<file path="config.mk">
export PLATFORM = sky130hd
export DESIGN_NAME = spc_regs
export DESIGN_NICKNAME = d
export VERILOG_FILES = /design/src/spc_pkg.sv /design/src/spc_rd_reg.sv /design/src/spc_regs.sv
export SDC_FILE = /design/constraint.sdc
export NUM_CORES = 1
export LEC_CHECK = 0
export BUFFER_PORTS_ARGS = -buffer_cell sky130_fd_sc_hd__buf_2
export CAP_MARGIN = 15
export CORE_MARGIN = 2
export CORE_UTILIZATION = 45
export DETAILED_ROUTE_END_ITERATION = 12
export GPL_TIMING_DRIVEN = 0
export HOLD_SLACK_MARGIN = 0.15
export PLACE_DENSITY = 0.74
export SLEW_MARGIN = 20
export SYNTH_ARGS = -nofsm -noshare
export SYNTH_HDL_FRONTEND = slang
export SYNTH_SLANG_ARGS = --single-unit
</file>
<file path="constraint.sdc">
create_clock -name sys_clk -period 3.3 [get_ports sys_clk]
set_input_delay 0.33 -clock sys_clk [delete_from_list [all_inputs] [get_ports sys_clk]]
set_output_delay 0.33 -clock sys_clk [all_outputs]
set_load 0.02 [all_outputs]
</file>
<file path="src/spc_pkg.sv">
// package: offsets, field positions, reset values and types for the protect/config bank
package spc_pkg;
  localparam logic [15:0] SPC_ADDR_PROTECT = 16'h4000;
  localparam logic [15:0] SPC_ADDR_RAMSZ = 16'h4002;
  localparam logic [15:0] SPC_ADDR_FLASH = 16'h41B0;
  localparam logic [15:0] SPC_ADDR_EECTL0 = 16'h41C0;
  localparam logic [15:0] SPC_ADDR_EEFLAG = 16'h41C8;
  localparam logic [15:0] SPC_KEY_VALUE = 16'h0096;
  localparam logic [15:0] SPC_PROTECT_RST = 16'h0000;
  localparam logic [2:0] SPC_RAMSZ_RST = 3'h2;
  localparam logic [1:0] SPC_FLASH_RST = 2'h1;
  localparam int SPC_RAMSZ_LSB = 0;
  localparam int SPC_FLASH_LSB = 0;
  localparam int SPC_EE_MODE_BIT = 0;
  localparam int SPC_EE_SUPPLY_BIT = 1;
  localparam int SPC_EE_RESET_BIT = 8;
  localparam int SPC_EE_DONE_BIT = 0;
  localparam logic [2:0] SPC_RAM_512 = 3'h0;
  localparam logic [2:0] SPC_RAM_1K = 3'h1;
  localparam logic [2:0] SPC_RAM_2K = 3'h2;
  localparam logic [11:0] SPC_LIMIT_512 = 12'h200;
  localparam logic [11:0] SPC_LIMIT_1K = 12'h400;
  localparam logic [11:0] SPC_LIMIT_2K = 12'h800;
  typedef struct packed {
    logic reset_release;
    logic supply_on;
    logic reprogram_mode;
  } spc_eectl_t;
endpackage

</file>
<file path="src/spc_rd_reg.sv">
// read data holding register for the register port
`timescale 1ns/100ps
`default_nettype none
module spc_rd_reg #(
  parameter int WIDTH = 16
) (
  input wire logic sys_clk,
  input wire logic reset_n,
  input wire logic load,
  input wire logic [WIDTH-1:0] d,
  output logic [WIDTH-1:0] q
);
  // zero between reads keeps stale data off the bus
  always_ff @(posedge sys_clk or negedge reset_n) begin
    if (!reset_n) begin
      q <= '0;
    end else if (load) begin
      q <= d;
    end else begin
      q <= '0;
    end
  end
endmodule
`default_nettype wire

</file>
<file path="src/spc_regs.sv">
// system protect and configuration register bank
// Summary of operation
// protection lifts only while the key field holds exactly 0x0096
// unlocked state holds across writes until a non-key value is stored
// protected bits ignore writes while protection is on
// software should relock after finishing protected changes
// ram size select 0/1/2 gives 512B/1KB/2KB, resets to 2
// ram accesses beyond the selected size act as reserved accesses
// flash read cycles field gives 1 to 4 cycles, resets to 1
// software keeps system clock within the limit of the chosen cycles
// software sets flash cycles before changing the system clock
// eeprom reset bit 8: 1 releases, 0 holds reset; resets to 1
// eeprom reset bit low disables every eeprom control function
// software pulses eeprom reset if no completion flag appears
// supply bit turns booster on only while reprogram mode is 1
// bit 0 enters reprogram mode; reads meanwhile return indefinite data
// completion flag sets when a reprogram or read finishes
// reserved bits read zero and ignore writes
// key register reads back the last value written
`timescale 1ns/100ps
`default_nettype none
module spc_regs
  import spc_pkg::*;
#(
  parameter int ADDR_W = 16,
  parameter int DATA_W = 16
) (
  input wire logic sys_clk,
  input wire logic reset_n,
  input wire logic [ADDR_W-1:0] reg_addr,
  input wire logic [DATA_W-1:0] reg_wdata,
  input wire logic reg_write,
  input wire logic reg_read,
  output logic [DATA_W-1:0] reg_rdata,
  input wire logic ee_op_done,
  input wire logic ee_read_req,
  input wire logic [11:0] ram_access_addr,
  output logic ram_out_of_range,
  output logic [2:0] ram_size_select,
  output logic [1:0] flash_read_cycles,
  output logic eeprom_reset_release,
  output logic eeprom_program_supply_on,
  output logic eeprom_reprogram_mode,
  output logic eeprom_read_enable,
  output logic eeprom_read_indefinite,
  output logic protect_unlocked
);
  // ------------------------------------------------------------
  // decode
  // ------------------------------------------------------------
  logic [15:0] protect_key_field;
  spc_eectl_t ee_ctl;
  logic eeprom_done_flag;
  wire sel_key = (reg_addr == SPC_ADDR_PROTECT);
  wire sel_ram = (reg_addr == SPC_ADDR_RAMSZ);
  wire sel_flash = (reg_addr == SPC_ADDR_FLASH);
  wire sel_ee = (reg_addr == SPC_ADDR_EECTL0);
  wire sel_flag = (reg_addr == SPC_ADDR_EEFLAG);
  wire unlocked = (protect_key_field == SPC_KEY_VALUE);
  wire wp_ok = reg_write && unlocked;
  wire ee_active = ee_ctl.reset_release;

  function automatic logic [11:0] spc_limit(input logic [2:0] code);
    unique case (code)
      SPC_RAM_512: spc_limit = SPC_LIMIT_512;
      SPC_RAM_1K: spc_limit = SPC_LIMIT_1K;
      default: spc_limit = SPC_LIMIT_2K;
    endcase
  endfunction

  // ------------------------------------------------------------
  // registers
  // ------------------------------------------------------------
  always_ff @(posedge sys_clk or negedge reset_n) begin
    if (!reset_n) begin
      protect_key_field <= SPC_PROTECT_RST;
    end else if (reg_write && sel_key) begin
      protect_key_field <= reg_wdata[15:0];
    end
  end

  always_ff @(posedge sys_clk or negedge reset_n) begin
    if (!reset_n) begin
      ram_size_select <= SPC_RAMSZ_RST;
      flash_read_cycles <= SPC_FLASH_RST;
      ee_ctl <= '{reset_release: 1'b1, supply_on: 1'b0, reprogram_mode: 1'b0};
    end else if (wp_ok) begin

      if (sel_ram) begin
        ram_size_select <= reg_wdata[SPC_RAMSZ_LSB +: 3];
      end
      if (sel_flash) begin
        flash_read_cycles <= reg_wdata[SPC_FLASH_LSB +: 2];
      end
      if (sel_ee) begin
        ee_ctl.reset_release <= reg_wdata[SPC_EE_RESET_BIT];
        ee_ctl.supply_on <= reg_wdata[SPC_EE_SUPPLY_BIT];
        ee_ctl.reprogram_mode <= reg_wdata[SPC_EE_MODE_BIT];
      end
    end
  end

  // set wins over a write-1 clear in the same cycle
  wire done_set = ee_op_done && ee_active;
  wire done_clr = reg_write && sel_flag && reg_wdata[SPC_EE_DONE_BIT];
  always_ff @(posedge sys_clk or negedge reset_n) begin
    if (!reset_n) begin
      eeprom_done_flag <= 1'b0;
    end else if (!ee_active) begin
      eeprom_done_flag <= 1'b0;
    end else if (done_set) begin
      eeprom_done_flag <= 1'b1;
    end else if (done_clr) begin
      eeprom_done_flag <= 1'b0;
    end
  end

  // ------------------------------------------------------------
  // outputs
  // ------------------------------------------------------------
  wire next_supply = ee_active && ee_ctl.supply_on && ee_ctl.reprogram_mode;
  wire next_mode = ee_active && ee_ctl.reprogram_mode;
  wire next_rd_en = ee_active && ee_read_req;
  wire next_rd_x = next_rd_en && ee_ctl.reprogram_mode;
  wire next_oor = (ram_access_addr >= spc_limit(ram_size_select));
  always_ff @(posedge sys_clk or negedge reset_n) begin
    if (!reset_n) begin
      eeprom_reset_release <= 1'b1;
      eeprom_program_supply_on <= 1'b0;
      eeprom_reprogram_mode <= 1'b0;
      eeprom_read_enable <= 1'b0;
      eeprom_read_indefinite <= 1'b0;
      ram_out_of_range <= 1'b0;
      protect_unlocked <= 1'b0;
    end else begin
      eeprom_reset_release <= ee_ctl.reset_release;
      eeprom_program_supply_on <= next_supply;
      eeprom_reprogram_mode <= next_mode;
      eeprom_read_enable <= next_rd_en;
      eeprom_read_indefinite <= next_rd_x;
      ram_out_of_range <= next_oor;
      protect_unlocked <= unlocked;
    end
  end

  // ------------------------------------------------------------
  // read path
  // ------------------------------------------------------------
  logic [15:0] rd_mux;
  always_comb begin
    rd_mux = 16'h0000;
    if (sel_key) begin
      rd_mux = protect_key_field;
    end else if (sel_ram) begin
      rd_mux = {13'h0000, ram_size_select};
    end else if (sel_flash) begin
      rd_mux = {14'h0000, flash_read_cycles};
    end else if (sel_ee) begin
      rd_mux = {7'h00, ee_ctl.reset_release, 6'h00, ee_ctl.supply_on, ee_ctl.reprogram_mode};
    end else if (sel_flag) begin
      rd_mux = {15'h0000, eeprom_done_flag};
    end
  end

  spc_rd_reg #(.WIDTH(DATA_W)) u_rd (
    .sys_clk(sys_clk),
    .reset_n(reset_n),
    .load(reg_read),
    .d(rd_mux),
    .q(reg_rdata)
  );

  // ------------------------------------------------------------
  // checks
  // ------------------------------------------------------------
  property p_locked_ram;
    @(posedge sys_clk) disable iff (!reset_n)
      (reg_write && sel_ram && !unlocked) |=> $stable(ram_size_select);
  endproperty
  a_locked_ram: assert property (p_locked_ram) else $error("ram size changed while locked");

  property p_locked_ee;
    @(posedge sys_clk) disable iff (!reset_n)
      (reg_write && sel_ee && !unlocked) |=> $stable(ee_ctl);
  endproperty
  a_locked_ee: assert property (p_locked_ee) else $error("eeprom control changed while locked");

  property p_unlock_key;
    @(posedge sys_clk) disable iff (!reset_n)
      (reg_write && sel_key) |=> ##1 (protect_unlocked == ($past(reg_wdata, 2) == SPC_KEY_VALUE));
  endproperty
  a_unlock_key: assert property (p_unlock_key) else $error("unlock state not tied to key");

  property p_unlocked_flash;
    @(posedge sys_clk) disable iff (!reset_n)
      (reg_write && sel_flash && unlocked) |=> (flash_read_cycles == $past(reg_wdata[1:0]));
  endproperty
  a_unlocked_flash: assert property (p_unlocked_flash) else $error("flash cycles not written");

  property p_supply_needs_mode;
    @(posedge sys_clk) disable iff (!reset_n)
      eeprom_program_supply_on |-> eeprom_reprogram_mode;
  endproperty
  a_supply_needs_mode: assert property (p_supply_needs_mode) else $error("supply on outside mode");

  property p_reset_blocks;
    @(posedge sys_clk) disable iff (!reset_n)
      !ee_ctl.reset_release |=> (!eeprom_read_enable && !eeprom_reprogram_mode);
  endproperty
  a_reset_blocks: assert property (p_reset_blocks) else $error("eeprom active in reset");

  property p_done_set;
    @(posedge sys_clk) disable iff (!reset_n)
      (ee_op_done && ee_active) |=> eeprom_done_flag;
  endproperty
  a_done_set: assert property (p_done_set) else $error("done flag not set");

  property p_oor;
    @(posedge sys_clk) disable iff (!reset_n)
      (ram_size_select == 3'h0 && ram_access_addr == 12'h200) |=> ram_out_of_range;
  endproperty
  a_oor: assert property (p_oor) else $error("range limit missed");

  property p_key_readback;
    @(posedge sys_clk) disable iff (!reset_n)
      (reg_write && sel_key) ##1 (reg_read && sel_key) |=> (reg_rdata == $past(reg_wdata, 2));
  endproperty
  a_key_readback: assert property (p_key_readback) else $error("key readback wrong");

  property p_locked_flash;
    @(posedge sys_clk) disable iff (!reset_n)
      (reg_write && sel_flash && !unlocked) |=> $stable(flash_read_cycles);
  endproperty
  a_locked_flash: assert property (p_locked_flash) else $error("flash cycles changed while locked");

  property p_unlocked_ram;
    @(posedge sys_clk) disable iff (!reset_n)
      (reg_write && sel_ram && unlocked) |=> (ram_size_select == $past(reg_wdata[2:0]));
  endproperty
  a_unlocked_ram: assert property (p_unlocked_ram) else $error("ram size not written");

  property p_unlocked_ee;
    @(posedge sys_clk) disable iff (!reset_n)
      (reg_write && sel_ee && unlocked) |=> (ee_ctl.reset_release == $past(reg_wdata[SPC_EE_RESET_BIT]));
  endproperty
  a_unlocked_ee: assert property (p_unlocked_ee) else $error("eeprom reset bit not written");

  property p_unlock_holds;
    @(posedge sys_clk) disable iff (!reset_n)
      (unlocked && !(reg_write && sel_key)) |=> unlocked;
  endproperty
  a_unlock_holds: assert property (p_unlock_holds) else $error("unlock lost without key write");

  property p_relock;
    @(posedge sys_clk) disable iff (!reset_n)
      (reg_write && sel_key && (reg_wdata != SPC_KEY_VALUE)) |=> !unlocked;
  endproperty
  a_relock: assert property (p_relock) else $error("non-key value left bank unlocked");

  property p_supply_on;
    @(posedge sys_clk) disable iff (!reset_n)
      (ee_active && ee_ctl.supply_on && ee_ctl.reprogram_mode) |=> eeprom_program_supply_on;
  endproperty
  a_supply_on: assert property (p_supply_on) else $error("supply not switched on");

  property p_supply_off;
    @(posedge sys_clk) disable iff (!reset_n)
      !ee_ctl.reprogram_mode |=> !eeprom_program_supply_on;
  endproperty
  a_supply_off: assert property (p_supply_off) else $error("supply on without reprogram mode");

  property p_mode_on;
    @(posedge sys_clk) disable iff (!reset_n)
      (ee_active && ee_ctl.reprogram_mode) |=> eeprom_reprogram_mode;
  endproperty
  a_mode_on: assert property (p_mode_on) else $error("reprogram mode not entered");

  property p_read_indefinite;
    @(posedge sys_clk) disable iff (!reset_n)
      (ee_active && ee_read_req && ee_ctl.reprogram_mode) |=> eeprom_read_indefinite;
  endproperty
  a_read_indefinite: assert property (p_read_indefinite) else $error("read in mode not marked");

  property p_flag_off_in_reset;
    @(posedge sys_clk) disable iff (!reset_n)
      !ee_active |=> !eeprom_done_flag;
  endproperty
  a_flag_off_in_reset: assert property (p_flag_off_in_reset) else $error("done flag set in reset");

  property p_flag_clear;
    @(posedge sys_clk) disable iff (!reset_n)
      (reg_write && sel_flag && reg_wdata[SPC_EE_DONE_BIT] && !ee_op_done && ee_active) |=> !eeprom_done_flag;
  endproperty
  a_flag_clear: assert property (p_flag_clear) else $error("done flag not cleared");

  property p_rdata_idle;
    @(posedge sys_clk) disable iff (!reset_n)
      !reg_read |=> (reg_rdata == 16'h0000);
  endproperty
  a_rdata_idle: assert property (p_rdata_idle) else $error("read data outside read cycle");

  property p_reserved_read;
    @(posedge sys_clk) disable iff (!reset_n)
      (reg_read && !(sel_key || sel_ram || sel_flash || sel_ee || sel_flag)) |=> (reg_rdata == 16'h0000);
  endproperty
  a_reserved_read: assert property (p_reserved_read) else $error("unmapped read not zero");

  property p_oor_inside;
    @(posedge sys_clk) disable iff (!reset_n)
      (ram_size_select == SPC_RAM_2K && ram_access_addr == 12'h7FF) |=> !ram_out_of_range;
  endproperty
  a_oor_inside: assert property (p_oor_inside) else $error("last ram byte flagged");

  property p_ram_read;
    @(posedge sys_clk) disable iff (!reset_n)
      (reg_read && sel_ram) |=> (reg_rdata == {13'h0000, $past(ram_size_select)});
  endproperty
  a_ram_read: assert property (p_ram_read) else $error("ram size readback wrong");
endmodule
`default_nettype wire

</file>
==> results.cfg <==
[sta]
finalSetupTns_ps = 0
finClkSkew_ps = 5.44
maxSlewHeadroom = 0.620
worstMarginPinSlew_ps = 566
rsz0062_at_grt = false
fmax_ghz = 0.497
post-route-min-period_ps = 2010
hold_viol = 0
setup_viol = 0
drv_slew = 0
finalCritPeriodShare = 0.610

[logic_synthesis]
synth_mux_area_frac = 0.148
synth-simple-area-share = 0.212
synth_nets = 209
synthCells = 156
synth_flop_cell = dfrtp_1
synth_compound_area_frac = 0.0383
synth_cell_types = 40
syn_area_um2 = 2120
synth_xor_area_frac = 0
synthAdderAreaFrac = 0.0177
ys_seq_elements = 48
ys_warn_count = 0
seq_area_frac_synth = 0.569
ys_async_sr_fraction = 1.00
synth_top_family_by_area = simple AND/OR/NAND/NOR gates
avgSynthCellArea_um2 = 13.6
synth_edf_count = 0

[clock_tree]
cts_hold_buf = 0
cts_max_path_buffers = 2
cts_tree = yes
cts_made_buffers = 5
cts_resized = 0
clock_latency_ps = 300
ctsRootBufferMaster = clkbuf_8
htreeDepth = 2
cts.sinks = 48
clk_pin_slew_worst_paths_ps = 90
cts_setup_buffers = 0

[final_layout]
fin_cells = 293
drive_above_1_share = 0.519
fillCellCount = 361
antenna_cells = 0
nNetsFinal = 293
area_growth_pct = 26.1

[power]
max-vdd-ir-drop_mv = 0.195
power_density_nw_per_um2 = 381
p_sw_frac = 0.224
power_frac_seq = 0.578
p_leak_nw = 1.39
p_clk_frac = 0.355
combPwrFrac = 0.067
internal_power_mw = 0.791
p_sw_mw = 0.228

[global_routing]
grt-ovfl-total = 0
first_global_vias = 1535
track_usage = 0.176
grt_pass1_wl_mm = 7.04
grt_max_degree = 49
antenna_found_initial = 0

[worst_setup_path]
cp_slowest_stage_delay_ps = 530
worstPathRequired_ps = 3490
worst_path_max_delay_cell = or4b_4
cpLargestDelayFamily = simple AND/OR/NAND/NOR gates
path_max_fanout = 4
startpoint_type = flip-flop
worstSetupPathType = reg2reg
cp_cell_sequence = nor4b_1 -> and4_1 -> or4b_4 -> mux2_4
worst-path-buf-inv = 0
worstPathArrival_ps = 2200
endpoint_kind = flip-flop

[placement]
io_buffers = 76
dpl.hpwl_mm = 3.31
gp_congestion = 0.831
placed_cells = 284

[floorplan]
core_area_um2 = 4440
fp.dieArea_um2 = 5280
die_w_um = 72.7
initial_core_util = 0.477
ioPinCount = 78
dieHeight_um = 72.7
rows = 24

[route]
ant_nets = 0
dr.pass1.iters = 4
drc_errors = 0
vias = 1550
wl_per_cell_um = 14.5
drtIter0Drc = 53
routed_via_density = 5.29
wl_mm = 4.25

[outcome]
status = complete, no violations

[flow_run]
drv_cap = 0

[min_path]
hold_class = in2reg
-- layer usage --
layer	vias to the layer above	wire length, µm	global-route usage
met3	5	223	0.0566
met4	0	62	0.0700
met2	51	2190	0.304
li1	745	-	-
met1	749	1780	0.202
met5	-	0	0
-- worst register-to-register path, delay by kind of cell (launching register included) --
family	cells	cell delay (ps)
flops	1	400
mux	1	320
simple gates	3	1190
-- final timing paths --
kind                                              startpoint                              end  slack [ps]  depth (start not counted)
setup / recovery           protect_key_field[11]$_DFFE_PN0P_            ee_ctl[0]$_DFFE_PN0P_        1290                          4
hold / removal                                    ee_op_done     eeprom_done_flag$_DFFE_PN0P_         250                          2
setup reg to reg           protect_key_field[11]$_DFFE_PN0P_            ee_ctl[0]$_DFFE_PN0P_        1290                          4
hold reg to reg                        ee_active$_DFFE_PN1P_   eeprom_reset_release$_DFF_PN1_         410                          0
max in group asynchronous                            reset_n             u_rd.q[15]$_DFF_PN0_        2340                          2
min in group asynchronous                            reset_n  eeprom_reprogram_mode$_DFF_PN0_         560                          2
-- synthesized netlist by cell type, types with 2 or more instances --
cell type	count	area (µm²)
nor3_1	2	10.0
and2_1	14	87.6
nand3_1	4	20.0
o21a_1	2	15.0
inv_1	3	11.3
dfstp_2	4	105
and3_1	4	25.0
dfrtp_1	44	1100
mux2_2	23	259
and4_1	2	17.5
ha_1	3	37.5
a21oi_1	3	15.0
nor2_1	3	11.3
nor4b_1	4	35.0
nand4b_1	2	17.5
nand2_1	6	22.5
mux2_4	3	45.0
nor3_2	2	20.0
nand3_2	2	20.0
nor4_1	5	31.3
nand4bb_1	2	22.5
-- cell families (layout without fill, tap and decap cells) --
| logic type | count (synthesis) | in the layout |
|---|---|---|
| DFF | 48 | 48 |
| and+or+nand+nor | 61 | 61 |
| AOI/OAI and AO/OA | 11 | 11 |
| buffers and inverters | 6 | 91 |
| muxes | 27 | 27 |
| adders and majority gates | 3 | 3 |
-- placed cells by master (no fill, tap or decap), types with 3 or more instances in the layout --
cell type  count
buf_2         76
dfrtp_1       44
mux2_2        23
and2_1        14
nand2_1        6
clkbuf_8       6
nor4_1         5
nor4b_1        4
and3_1         4
nand3_1        4
dfstp_2        4
nor2_1         3
inv_1          3
a21oi_1        3
mux2_4         3
ha_1           3
-- power groups by stage --
stage          logic, mW  clock network [mW]  registers, mW
2_1_floorplan     0.0166                   0          0.602
3_3_place_gp      0.0673                   0          0.600
3_5_place_dp      0.0685                   0          0.601
4_1_cts           0.0688               0.375          0.589
5_1_grt           0.0767               0.393          0.589
6_report          0.0687               0.362          0.589
-- area by class of cell --
class                      instances  area, µm²  area share
sequential                        48       1210       0.451
multi-input combinational        102        883       0.330
buffer                             3       20.0     0.00748
timing repair buffer              77        393       0.147
clock inverter                     2       13.8     0.00514
inverter                           3       11.3     0.00421
tap                               52       65.1      0.0243
clock buffer                       6       82.6      0.0309
-- flip-flops by register name, indices dropped and copies added, names as in the netlist --
signal	cells
eeprom_read_indefinite	1
ee_active	1
ee_ctl	2
eeprom_read_enable	1
eeprom_reprogram_mode	1
eeprom_reset_release	1
u_rd.q	16
ram_size_select	3
eeprom_done_flag	1
ram_out_of_range	1
protect_key_field	16
eeprom_program_supply_on	1
flash_read_cycles	2
protect_unlocked	1
-- metrics by stage --
stage	cell area, µm²	hold slack [ps]	power [mW]	util	setup WS, ps
after CTS	2660	226	1.03	0.599	1280
final	2680	251	1.02	0.602	1290
after global placement	2570	402	0.668	0.577	1170
after global routing	2680	242	1.06	0.602	1200
after floorplan	2120	34.4	0.618	-	1510
after detailed placement	2570	404	0.669	0.577	1150
No activity file was read; power rests on OpenSTA's default activity.
